==> src/core/acs_defines.svh <==
`ifndef ACS_DEFINES_SVH
`define ACS_DEFINES_SVH

// Register byte offsets on the register bus.
`define ACS_OFS_CTRL  8'h00
`define ACS_OFS_STAT  8'h04
`define ACS_OFS_CUR   8'h08
`define ACS_OFS_NEXT  8'h0c
`define ACS_OFS_EXT0  8'h30
`define ACS_OFS_EXT1  8'h34
`define ACS_OFS_EXT2  8'h38
// Fetched descriptor words read back at 0x40 plus four times the word index.
`define ACS_DESC_WIN  3'h2

// Field positions.
`define ACS_CTRL_EN   0
`define ACS_CTRL_RES  1
`define ACS_ST_MABORT 5
`define ACS_ST_EOT    8
`define ACS_ST_EOC    9
`define ACS_ST_ACTIVE 10
`define ACS_DC_IE     0
`define ACS_DC_DWE    31

// Descriptor layout for four sources, eight words.
`define ACS_DESC_WORDS 8
`define ACS_W_NDA     3'h0
`define ACS_W_BC      3'h6
`define ACS_W_CTL     3'h7
`define ACS_W_LAST    3'h7

// Alignment mask and reset values.
`define ACS_ADDR_MASK 32'hffff_ffe0
`define ACS_RST_WORD  32'h0000_0000
`define ACS_RST_CTRL  2'h0

`endif

==> src/core/acs_pkg.sv <==
`default_nettype none

package acs_pkg;

  typedef enum logic [2:0] {
    ST_IDLE,
    ST_FETCH,
    ST_EXEC,
    ST_XFER,
    ST_DONE,
    ST_LINK
  } acs_state_t;

  typedef struct packed {
    logic        req;
    logic [31:0] addr;
  } acs_mrd_req_t;

  typedef struct packed {
    logic        ack;
    logic        mabort;
    logic        tabort;
    logic [31:0] rdata;
  } acs_mrd_rsp_t;

  typedef struct packed {
    logic        start;
    logic        hold;
    logic        dwe;
    logic [31:0] desc_addr;
  } acs_xfer_cmd_t;

  typedef struct packed {
    logic done;
    logic mabort;
    logic tabort;
  } acs_xfer_rsp_t;

  function automatic logic [31:0] lane_mask(input logic [3:0] sel);
    lane_mask = {{8{sel[3]}}, {8{sel[2]}}, {8{sel[1]}}, {8{sel[0]}}};
  endfunction : lane_mask

  function automatic logic [31:0] merge_lanes(input logic [31:0] old,
                                              input logic [31:0] din,
                                              input logic [3:0]  sel);
    merge_lanes = (old & ~lane_mask(sel)) | (din & lane_mask(sel));
  endfunction : merge_lanes

  function automatic logic [31:0] word_addr(input logic [31:0] base,
                                            input logic [2:0]  idx);
    word_addr = base + {27'h0, idx, 2'h0};
  endfunction : word_addr

endpackage : acs_pkg

`default_nettype wire

==> src/core/acs_desc_mem.sv <==
`include "acs_defines.svh"
`default_nettype none

module acs_desc_mem (
  // Clock and reset.
  input  wire logic        core_clk,
  input  wire logic        reset_n,
  // Write side, filled by descriptor fetch.
  input  wire logic        wr_en,
  input  wire logic [2:0]  wr_addr,
  input  wire logic [31:0] wr_data,
  // Read side, registered.
  input  wire logic [2:0]  rd_addr,
  output logic      [31:0] rd_data
);

  logic [31:0] mem [`ACS_DESC_WORDS];

  // Cleared on reset so that the read-only copies show defaults.
  always_ff @(posedge core_clk or negedge reset_n)
  begin
    if (!reset_n)
    begin
      for (int i = 0; i < `ACS_DESC_WORDS; i++)
      begin
        mem[i] <= `ACS_RST_WORD;
      end
      rd_data <= `ACS_RST_WORD;
    end
    else
    begin
      if (wr_en)
      begin
        mem[wr_addr] <= wr_data;
      end
      rd_data <= mem[rd_addr];
    end
  end

endmodule : acs_desc_mem

`default_nettype wire

==> src/core/acs_accel_ctrl.sv <==
// How it works
// RULE_01: Completion raises the interrupt only when the descriptor's done-interrupt bit is set.
// RULE_02: One interrupt output carries completion and error interrupts alike.
// RULE_03: Once enabled, the descriptor is fetched and its words loaded into registers.
// RULE_04: With data write clear, processing writes no destination, then reports completion.
// RULE_05: Skip case, no link, no resume: active clears, end-of-chain set, others cleared.
// RULE_06: Skip case with link or resume: active stays, end-of-transfer set, chain continues.
// RULE_07: End-of-transfer and end-of-chain set only with the done-interrupt bit.
// RULE_08: Completion flags appear only after error-free processing; errors may stack.
// RULE_09: A bus master abort sets status bit 5 and interrupts regardless.
// RULE_10: A target abort sets no flag and raises no interrupt.
// RULE_11: Any error stops the current descriptor and clears the active flag.
// RULE_12: After an error no further descriptor is fetched.
// RULE_13: No restart after an error until software enables again.
// RULE_14: Software disables before clearing memory errors, then writes enable 1.
// RULE_15: Reset returns every register to its default.
// RULE_16: Only control, status, next address and extended controls are writable.
// RULE_17: Control register stays readable and writable while active.
// RULE_18: Current address register holds the descriptor being processed, read-only.
// RULE_19: Software aligns descriptors to their source-count boundary.
// RULE_20: Next address holds the first descriptor; low five bits forced to zero.
// RULE_21: Software writes next address only while disabled and inactive.
// RULE_22: Software checks the active flag before servicing an error interrupt.
// RULE_23: Enable with resume re-reads the last descriptor's link and continues.
// RULE_24: Clearing enable suspends the transfer in place; setting it resumes.
// RULE_25: Interrupt stays asserted while any status flag is set.
`include "acs_defines.svh"
`default_nettype none

module acs_accel_ctrl
  import acs_pkg::*;
(
  // Clock and reset.
  input  wire logic          core_clk,
  input  wire logic          reset_n,
  // Wishbone register slave.
  input  wire logic          wb_cyc_i,
  input  wire logic          wb_stb_i,
  input  wire logic          wb_we_i,
  input  wire logic [7:0]    wb_adr_i,
  input  wire logic [3:0]    wb_sel_i,
  input  wire logic [31:0]   wb_dat_i,
  output logic      [31:0]   wb_dat_o,
  output logic               wb_ack_o,
  // Descriptor reads from local memory.
  output var acs_mrd_req_t   mem_req_o,
  input  wire acs_mrd_rsp_t  mem_rsp_i,
  // Data mover.
  output var acs_xfer_cmd_t  xfer_cmd_o,
  input  wire acs_xfer_rsp_t xfer_rsp_i,
  // Interrupt.
  output logic               accel_irq
);

  logic [1:0]  accel_control_reg;
  logic        start_req;
  logic        active;
  logic        flag_mabort;
  logic        flag_eot;
  logic        flag_eoc;
  logic [31:0] current_desc_addr_reg;
  logic [31:0] next_desc_addr_reg;
  logic [31:0] ext_desc_control_0;
  logic [31:0] ext_desc_control_1;
  logic [31:0] ext_desc_control_2;
  logic [31:0] desc_nda;
  logic [31:0] desc_bc;
  logic [31:0] desc_control_word;
  logic [2:0]  word_idx;
  logic        wb_wait;
  logic        xfer_start;
  logic [31:0] mem_rdata;
  logic [31:0] rd_mux;
  logic [31:0] status_word;
  acs_state_t  state;

  // Bus decode.
  wire logic        wb_req    = wb_cyc_i & wb_stb_i;
  wire logic        wr        = wb_ack_o & wb_req & wb_we_i;
  wire logic        hit_ctrl  = wb_adr_i == `ACS_OFS_CTRL;
  wire logic        hit_stat  = wb_adr_i == `ACS_OFS_STAT;
  wire logic        hit_cur   = wb_adr_i == `ACS_OFS_CUR;
  wire logic        hit_next  = wb_adr_i == `ACS_OFS_NEXT;
  wire logic        hit_ext0  = wb_adr_i == `ACS_OFS_EXT0;
  wire logic        hit_ext1  = wb_adr_i == `ACS_OFS_EXT1;
  wire logic        hit_ext2  = wb_adr_i == `ACS_OFS_EXT2;
  wire logic        hit_desc  = wb_adr_i[7:5] == `ACS_DESC_WIN;
  wire logic [31:0] wmask     = lane_mask(wb_sel_i);
  wire logic [31:0] ctrl_wr   = merge_lanes({30'h0, accel_control_reg}, wb_dat_i, wb_sel_i);
  wire logic [31:0] w1c       = (wr & hit_stat) ? (wb_dat_i & wmask) : `ACS_RST_WORD;

  // Control decode.
  wire logic        enable          = accel_control_reg[`ACS_CTRL_EN];
  wire logic        resume          = accel_control_reg[`ACS_CTRL_RES];
  wire logic        irq_on_done_bit = desc_control_word[`ACS_DC_IE];
  wire logic        mem_live        = mem_req_o.req;
  wire logic        mem_hit         = mem_live & mem_rsp_i.ack;
  wire logic        in_xfer         = state == ST_XFER;
  wire logic        in_done         = state == ST_DONE;
  wire logic        fault_ma        = (mem_live & mem_rsp_i.mabort)
                                    | (in_xfer & xfer_rsp_i.mabort);
  wire logic        fault_ta        = (mem_live & mem_rsp_i.tabort)
                                    | (in_xfer & xfer_rsp_i.tabort);
  wire logic        fault           = fault_ma | fault_ta;
  wire logic [31:0] nda_masked      = desc_nda & `ACS_ADDR_MASK;
  wire logic [31:0] link_masked     = mem_rsp_i.rdata & `ACS_ADDR_MASK;
  wire logic        has_link        = nda_masked != `ACS_RST_WORD;
  wire logic        chain_more      = has_link | resume;
  wire logic        set_eot         = in_done & chain_more & irq_on_done_bit;
  wire logic        set_eoc         = in_done & ~chain_more & irq_on_done_bit;
  wire logic        end_chain       = in_done & ~chain_more;
  wire logic        go              = (state == ST_IDLE) & start_req & enable;
  wire logic        link_hit        = (state == ST_LINK) & mem_hit;

  // Suspension withholds new reads; an answer arriving while suspended is dropped and the word read again.
  assign mem_req_o  = {((state == ST_FETCH) | (state == ST_LINK)) & enable, // RULE_24
                       word_addr(current_desc_addr_reg, word_idx)};
  assign xfer_cmd_o = {xfer_start, ~enable, desc_control_word[`ACS_DC_DWE], // RULE_04 RULE_24
                       current_desc_addr_reg};
  assign accel_irq            = flag_mabort | flag_eot | flag_eoc; // RULE_02 RULE_25

  acs_desc_mem u_desc_mem (
    .core_clk (core_clk),
    .reset_n  (reset_n),
    .wr_en    ((state == ST_FETCH) & mem_hit), // RULE_03
    .wr_addr  (word_idx),
    .wr_data  (mem_rsp_i.rdata),
    .rd_addr  (wb_adr_i[4:2]),
    .rd_data  (mem_rdata)
  );

  always_comb
  begin
    status_word                 = `ACS_RST_WORD;
    status_word[`ACS_ST_MABORT] = flag_mabort;
    status_word[`ACS_ST_EOT]    = flag_eot;
    status_word[`ACS_ST_EOC]    = flag_eoc;
    status_word[`ACS_ST_ACTIVE] = active;
  end

  always_comb
  begin
    if (hit_ctrl)
      rd_mux = {30'h0, accel_control_reg}; // RULE_17
    else if (hit_stat)
      rd_mux = status_word;
    else if (hit_cur)
      rd_mux = current_desc_addr_reg;
    else if (hit_next)
      rd_mux = next_desc_addr_reg;
    else if (hit_ext0)
      rd_mux = ext_desc_control_0;
    else if (hit_ext1)
      rd_mux = ext_desc_control_1;
    else if (hit_ext2)
      rd_mux = ext_desc_control_2;
    else if (hit_desc)
      rd_mux = mem_rdata;
    else
      rd_mux = `ACS_RST_WORD;
  end

  // Two-cycle answer leaves a cycle for the registered descriptor copy.
  always_ff @(posedge core_clk or negedge reset_n)
  begin
    if (!reset_n)
    begin
      wb_wait  <= 1'b0;
      wb_ack_o <= 1'b0;
      wb_dat_o <= `ACS_RST_WORD;
    end
    else
    begin
      wb_wait  <= wb_req & ~wb_wait & ~wb_ack_o;
      wb_ack_o <= wb_wait;
      if (wb_wait)
      begin
        wb_dat_o <= rd_mux;
      end
    end
  end

  // Start is only armed from idle, so a stale enable never restarts a chain.
  always_ff @(posedge core_clk or negedge reset_n)
  begin
    if (!reset_n)
    begin
      accel_control_reg <= `ACS_RST_CTRL; // RULE_15
      start_req         <= 1'b0;
    end
    else if (wr & hit_ctrl)
    begin
      accel_control_reg <= ctrl_wr[1:0]; // RULE_17
      start_req         <= ctrl_wr[`ACS_CTRL_EN] & (state == ST_IDLE); // RULE_23
    end
    else
    begin
      if (fault)
      begin
        accel_control_reg[`ACS_CTRL_EN] <= 1'b0; // RULE_13
      end
      if (link_hit)
      begin
        accel_control_reg[`ACS_CTRL_RES] <= 1'b0;
      end
      if (go)
      begin
        start_req <= 1'b0;
      end
    end
  end

  // Hardware set wins over a software clear in the same cycle.
  always_ff @(posedge core_clk or negedge reset_n)
  begin
    if (!reset_n)
    begin
      flag_mabort <= 1'b0;
      flag_eot    <= 1'b0;
      flag_eoc    <= 1'b0;
    end
    else
    begin
      flag_mabort <= fault_ma | (flag_mabort & ~w1c[`ACS_ST_MABORT] & ~end_chain); // RULE_09
      flag_eot    <= set_eot | (flag_eot & ~w1c[`ACS_ST_EOT] & ~end_chain); // RULE_06 RULE_07
      flag_eoc    <= set_eoc | (flag_eoc & ~w1c[`ACS_ST_EOC]); // RULE_05 RULE_01 RULE_08
    end
  end

  always_ff @(posedge core_clk or negedge reset_n)
  begin
    if (!reset_n)
    begin
      ext_desc_control_0 <= `ACS_RST_WORD;
      ext_desc_control_1 <= `ACS_RST_WORD;
      ext_desc_control_2 <= `ACS_RST_WORD;
    end
    else if (wr)
    begin
      if (hit_ext0)
        ext_desc_control_0 <= merge_lanes(ext_desc_control_0, wb_dat_i, wb_sel_i); // RULE_16
      if (hit_ext1)
        ext_desc_control_1 <= merge_lanes(ext_desc_control_1, wb_dat_i, wb_sel_i);
      if (hit_ext2)
        ext_desc_control_2 <= merge_lanes(ext_desc_control_2, wb_dat_i, wb_sel_i);
    end
  end

  always_ff @(posedge core_clk or negedge reset_n)
  begin
    if (!reset_n)
    begin
      state                 <= ST_IDLE;
      active                <= 1'b0;
      word_idx              <= `ACS_W_NDA;
      current_desc_addr_reg <= `ACS_RST_WORD;
      next_desc_addr_reg    <= `ACS_RST_WORD;
      desc_nda              <= `ACS_RST_WORD;
      desc_bc               <= `ACS_RST_WORD;
      desc_control_word     <= `ACS_RST_WORD;
      xfer_start            <= 1'b0;
    end
    else
    begin
      xfer_start <= 1'b0;
      if (wr & hit_next)
      begin
        next_desc_addr_reg <= merge_lanes(next_desc_addr_reg, wb_dat_i, wb_sel_i); // RULE_16
      end
      if (fault)
      begin
        state  <= ST_IDLE; // RULE_11 RULE_12
        active <= 1'b0; // RULE_11
      end
      else
      begin
        case (state)
          ST_IDLE:
          begin
            if (go)
            begin
              active   <= 1'b1;
              word_idx <= `ACS_W_NDA;
              if (resume)
              begin
                state <= ST_LINK; // RULE_23
              end
              else
              begin
                current_desc_addr_reg <= next_desc_addr_reg & `ACS_ADDR_MASK; // RULE_20
                next_desc_addr_reg    <= next_desc_addr_reg & `ACS_ADDR_MASK;
                state                 <= ST_FETCH; // RULE_03
              end
            end
          end
          ST_FETCH:
          begin
            if (mem_hit)
            begin
              if (word_idx == `ACS_W_NDA)
              begin
                desc_nda           <= mem_rsp_i.rdata; // RULE_03
                next_desc_addr_reg <= link_masked; // RULE_20
              end
              if (word_idx == `ACS_W_BC)
                desc_bc <= mem_rsp_i.rdata;
              if (word_idx == `ACS_W_CTL)
                desc_control_word <= mem_rsp_i.rdata;
              word_idx <= word_idx + 3'h1;
              if (word_idx == `ACS_W_LAST)
                state <= ST_EXEC;
            end
          end
          ST_EXEC:
          begin
            if (desc_bc == `ACS_RST_WORD)
            begin
              state <= ST_DONE; // RULE_05 RULE_06
            end
            else
            begin
              xfer_start <= 1'b1; // RULE_04
              state      <= ST_XFER;
            end
          end
          ST_XFER:
          begin
            if (xfer_rsp_i.done)
              state <= ST_DONE;
          end
          ST_DONE:
          begin
            if (!chain_more)
            begin
              active <= 1'b0; // RULE_05
              state  <= ST_IDLE;
            end
            else if (has_link)
            begin
              current_desc_addr_reg <= nda_masked; // RULE_18
              word_idx              <= `ACS_W_NDA;
              state                 <= ST_FETCH; // RULE_06
            end
            else
            begin
              state <= ST_LINK; // RULE_23
            end
          end
          ST_LINK:
          begin
            if (mem_hit)
            begin
              if (link_masked == `ACS_RST_WORD)
              begin
                active <= 1'b0;
                state  <= ST_IDLE;
              end
              else
              begin
                current_desc_addr_reg <= link_masked; // RULE_18 RULE_23
                next_desc_addr_reg    <= link_masked;
                word_idx              <= `ACS_W_NDA;
                state                 <= ST_FETCH;
              end
            end
          end
          default:
          begin
            state <= ST_IDLE;
          end
        endcase
      end
    end
  end
endmodule : acs_accel_ctrl

`default_nettype wire

==> config.mk <==
export PLATFORM = sky130hd
export DESIGN_NAME = acs_accel_ctrl
export DESIGN_NICKNAME = d
export VERILOG_FILES = /design/src/core/acs_pkg.sv /design/src/core/acs_desc_mem.sv /design/src/core/acs_accel_ctrl.sv
export VERILOG_INCLUDE_DIRS = /design/src /design/src/core
export SDC_FILE = /design/constraint.sdc
export NUM_CORES = 1
export LEC_CHECK = 0
export ABC_AREA = 0
export BUFFER_PORTS_ARGS = -buffer_cell sky130_fd_sc_hd__clkbuf_2
export CAP_MARGIN = 20
export CELL_PAD_IN_SITES_DETAIL_PLACEMENT = 2
export CELL_PAD_IN_SITES_GLOBAL_PLACEMENT = 2
export CORE_ASPECT_RATIO = 2
export CORE_MARGIN = 2
export CORE_UTILIZATION = 40
export CTS_BUF_LIST = sky130_fd_sc_hd__clkbuf_4
export DETAILED_ROUTE_END_ITERATION = 7
export PLACE_DENSITY = 0.73
export SKIP_LAST_GASP = 1
export SLEW_MARGIN = 25
export SYNTH_ARGS = -nofsm -noshare
export SYNTH_HDL_FRONTEND = slang
export SYNTH_SLANG_ARGS = --single-unit
==> constraint.sdc <==
create_clock -name core_clk -period 2.63 [get_ports core_clk]
set_input_delay 0.263 -clock core_clk [delete_from_list [all_inputs] [get_ports core_clk]]
set_output_delay 0.263 -clock core_clk [all_outputs]
set_load 0.05 [all_outputs]
==> results.txt <==
----------------------------------------------------
[Critical path]
  Number of cells traversed by the worst register-to-register path ... 7
  Crit path max fanout ... 3
  Worst r2r src ... wb_ack_o$_DFF_PN0_
  Worst setup path startpoint ... wb_ack_o$_DFF_PN0_
  Reg2Reg Capture Point ... flag_eoc$_DFF_PN0_
  Reg-to-reg slack, setup ... 0.12 ns
  Cells traversed along the worst timing path ... nand4_1 -> or2_2 -> dlygate4sd3_1 -> nor2_4 -> nand3_1 -> dlygate4sd3_1 -> a32o_1
  Max stage delay cell, worst path ... sky130_fd_sc_hd__dlygate4sd3_1
  Type of element launching the critical path ... flip-flop
  Data required time at the worst endpoint ... about 3.5 ns
  Maximum cell stage delay along the critical path ... 0.60 ns
  Most prevalent standard cell on the critical path ... sky130_fd_sc_hd__dlygate4sd3_1
  Critical path endpoint category ... flip-flop
  Data arrival, critical path ... 3.33 ns
  Category of the critical setup timing path ... reg2reg

[Synth]
  Netlist area before placement ... roughly 0.025 sq mm
  Most common cell in the synthesized netlist ... sky130_fd_sc_hd__dfrtp_1
  Most used flip-flop cell after synthesis ... sky130_fd_sc_hd__dfrtp_1
  Yosys top cell area share ... 0.544
  Main area contributors after synthesis ... sky130_fd_sc_hd__dfrtp_1 (54%), sky130_fd_sc_hd__mux2_2 (20%), sky130_fd_sc_hd__mux4_2 (5.7%)
  Count of distinct cell types in the synthesized netlist ... 63
  Library cell with the largest summed area after synthesis ... sky130_fd_sc_hd__dfrtp_1
  Number of enable flip-flop cells after synthesis ... 0
  Cell types with the highest counts after synthesis ... sky130_fd_sc_hd__dfrtp_1 (552), sky130_fd_sc_hd__mux2_2 (450), sky130_fd_sc_hd__nand2_1 (103)
  Fraction of registers with async set/reset ... 1.00
  Ys Warns ... 0
  Count of mapped cells out of synthesis ... just under 2000
  Share of synthesized area occupied by flip-flops and latches ... 0.544
  FF+latch count, synth ... around 550
  Synthesized area per cell ... about 13 sq um

[Power and ir drop]
  VDD IR-drop max ... between 0.3 and 0.4 mV
  Power density relative to cell area ... 788 mW/mm^2
  Static leakage power ... roughly 15 nW

[Clock network]
  Maximum level of the CTS H-tree ... 4
  Clock latency on the worst-skew pair ... roughly 0.95 ns
  Maximum count of clock buffers along a single path ... 3
  Clock-pin slew reported for the worst setup and hold paths after clock tree synthesis ... ~0.080 ns
  Root Driver ... sky130_fd_sc_hd__clkbuf_4
  CTS buffer count ... 133
  TritonCTS clock tree ... yes
  Clock sink total ... about 550

[Global routing]
  Vias in the first global route ... 21400
  GRT Residual Overflow ... 0
  Total Routing Usage GR ... 0.272
  Pin count of the biggest net entering global routing ... 63
  Wire length of the first global-routing pass ... 133 mm
  Initial antenna violation count ... 1

[Placed design]
  Dpl ws ... -0.269 ns
  Post-DP HPWL ... 58.1 mm
  Gp weighted congestion ... 0.839
  Buffers on Ports ... 181

[Hold path]
  Hold Path Stages ... 4
  Hold wc startpoint ... wb_adr_i[3]
  Worst min-delay path class ... in2reg
  Hold Crit Endpoint ... wb_dat_o[1]$_DFFE_PN0P_

[Die]
  Die boundary height ... ~360 um
  Initial Util ... 0.405
  Floorplan row count ... 130
  Top-level port count ... approximately 190
  Placeable core area ... 0.0628 sq mm
  Die area ... ~0.066 sq mm
  Die Wd ... between 150 and 200 um

[STA]
  Final-layout worst hold slack ... between 0.07 and 0.08 ns
  Number of slew-limit violations in the final report ... 0
  Hold Violations, Final ... 0
  Pin slew with the least headroom to its limit ... 0.780 ns
  Number of setup violations in the final report ... 0
  Period utilisation layout ... 0.953
  Highest clock frequency the design can meet ... about 0.40 GHz
  Time the worst path needs with I/O delays and setup ... approximately 2.5 ns
  Worst clock skew ... 0.0536 ns
  Setup slack after layout ... roughly 0.12 ns
  Setup repair after global routing missed its margin ... no
  Normalized max-slew margin ... 0.475

[Detailed routing]
  Drt first pass iters ... 5
  Number of vias per cell ... 5.74
  Number of violations reported at the end of detailed-routing iteration 0 ... a little over 800
  Via total after detailed routing ... around 18000
  Final ANT Viol Nets ... 0
  Detailed-route DRC error count ... 0
  Post-detailed-routing wire length ... roughly 87 mm
  Detailed-route wire length per cell ... about 28 um

[Layout]
  Fraction of final layout cells sized beyond drive strength 1 ... 0.446
  Register cell area after layout ... roughly 0.014 sq mm
  Multi-input logic area ... about 0.011 sq mm
  Total Nets Final ... between 2000 and 2500
  Area growth syn-to-layout ... 19.5%
  Filler cell count in the final layout ... 6060

[Job]
  Maxcap violations ... 0

[Run status]
  Run status ... finished, final reports clean

----------------------------------------------------
==> power by group <==
part / internal (mW) / leakage (nW) / switching, mW
registers: 9.57 / 7.60 / 0.934
clock network: 3.59 / 0.968 / 3.62
logic: 2.26 / 6.23 / 3.95
total: 15.4 / 14.8 / 8.50
==> worst max-delay path, delay by kind of cell, from the launching register on <==
kind                   cells  cell delay (ns)
buffers and inverters      2             1.17
and+or+nand+nor            4             0.68
DFF                        1             0.35
AOI/OAI and AO/OA          1             0.20
==> placed cells by master (no fill, tap or decap), types with 14 or more instances in the layout <==
cell type,instances
sky130_fd_sc_hd__nor4_1,24
sky130_fd_sc_hd__a22oi_1,22
sky130_fd_sc_hd__clkinv_1,25
sky130_fd_sc_hd__mux2_1,21
sky130_fd_sc_hd__dlygate4sd3_1,85
sky130_fd_sc_hd__a21oi_1,100
sky130_fd_sc_hd__dfrtp_1,550
sky130_fd_sc_hd__a221o_1,20
sky130_fd_sc_hd__clkbuf_4,182
sky130_fd_sc_hd__mux2_2,450
sky130_fd_sc_hd__nand3_1,17
sky130_fd_sc_hd__nor2_1,53
sky130_fd_sc_hd__mux2i_1,55
sky130_fd_sc_hd__a31oi_1,14
sky130_fd_sc_hd__nand2_1,102
sky130_fd_sc_hd__buf_12,28
sky130_fd_sc_hd__clkbuf_2,177
sky130_fd_sc_hd__mux4_2,64
sky130_fd_sc_hd__and3_1,21
sky130_fd_sc_hd__o21ai_0,90
sky130_fd_sc_hd__buf_4,97
==> area by class of cell <==
| cell class | count | share of cell area |
|---|---|---|
| flip-flops and latches | 552 | 0.455 |
| multi-input cells | 1184 | 0.355 |
| repair buffers | 391 | 0.102 |
| clock buffers | 181 | 0.0448 |
| well taps | 792 | 0.0326 |
| clock inverters | 43 | 0.00977 |
| inverters | 11 | 0.00136 |
| diodes | 2 | 0.000165 |
==> worst max path at each step <==
stage / endpoint / cells past startpoint
5_1_grt: mem_req_o[32] / 5
6_report: flag_eoc$_DFF_PN0_ / 7
2_1_floorplan: next_desc_addr_reg[22]$_DFFE_PN0P_ / 9
3_5_place_dp: next_desc_addr_reg[8]$_DFFE_PN0P_ / 8
4_1_cts: mem_req_o[32] / 5
3_3_place_gp: next_desc_addr_reg[15]$_DFFE_PN0P_ / 8
==> timing repair <==
action / in CTS / in global routing
setup buffers: 0 / 1
hold buffers: 86 / 0
endpoints found under the hold margin: 1018 / 0
gates resized for setup: 0 / 4
setup endpoints to repair: 0 / 2
==> cells by family (layout without fill, tap and decap cells) <==
group	after synthesis	after routing	synth area share
AOI/OAI and AO/OA	296	296	0.0730
and+or+nand+nor	287	287	0.0576
other	1	9	0.000148
adders and majority gates	4	4	0.00197
muxes	590	590	0.287
DFF	552	552	0.544
buffers and inverters	193	626	0.0365
==> layer usage <==
metal / vias to the layer above / wire (um) / GRT usage
li1: 7759 / - / -
met1: 9610 / 32000 / 0.294
met2: 513 / 47400 / 0.500
met3: 219 / 3110 / 0.0474
met4: 0 / 4940 / 0.150
met5: - / 0 / 0
==> metrics by stage <==
step / setup TNS (ns) / util / cells / power [mW] / instance area, sq um
3_3_place_gp: -6.83 / 0.443 / 2843 / 16.3 / 27800
3_5_place_dp: -7.70 / 0.443 / 2843 / 16.7 / 27800
6_report: 0 / 0.484 / 3156 / 23.9 / 30400
5_1_grt: 0 / 0.484 / 3155 / 25.1 / 30400
4_1_cts: 0 / 0.483 / 3153 / 24.1 / 30300
2_1_floorplan: 0 / - / 1929 / 14.3 / 25400
(Power assumes the default switching activity.)
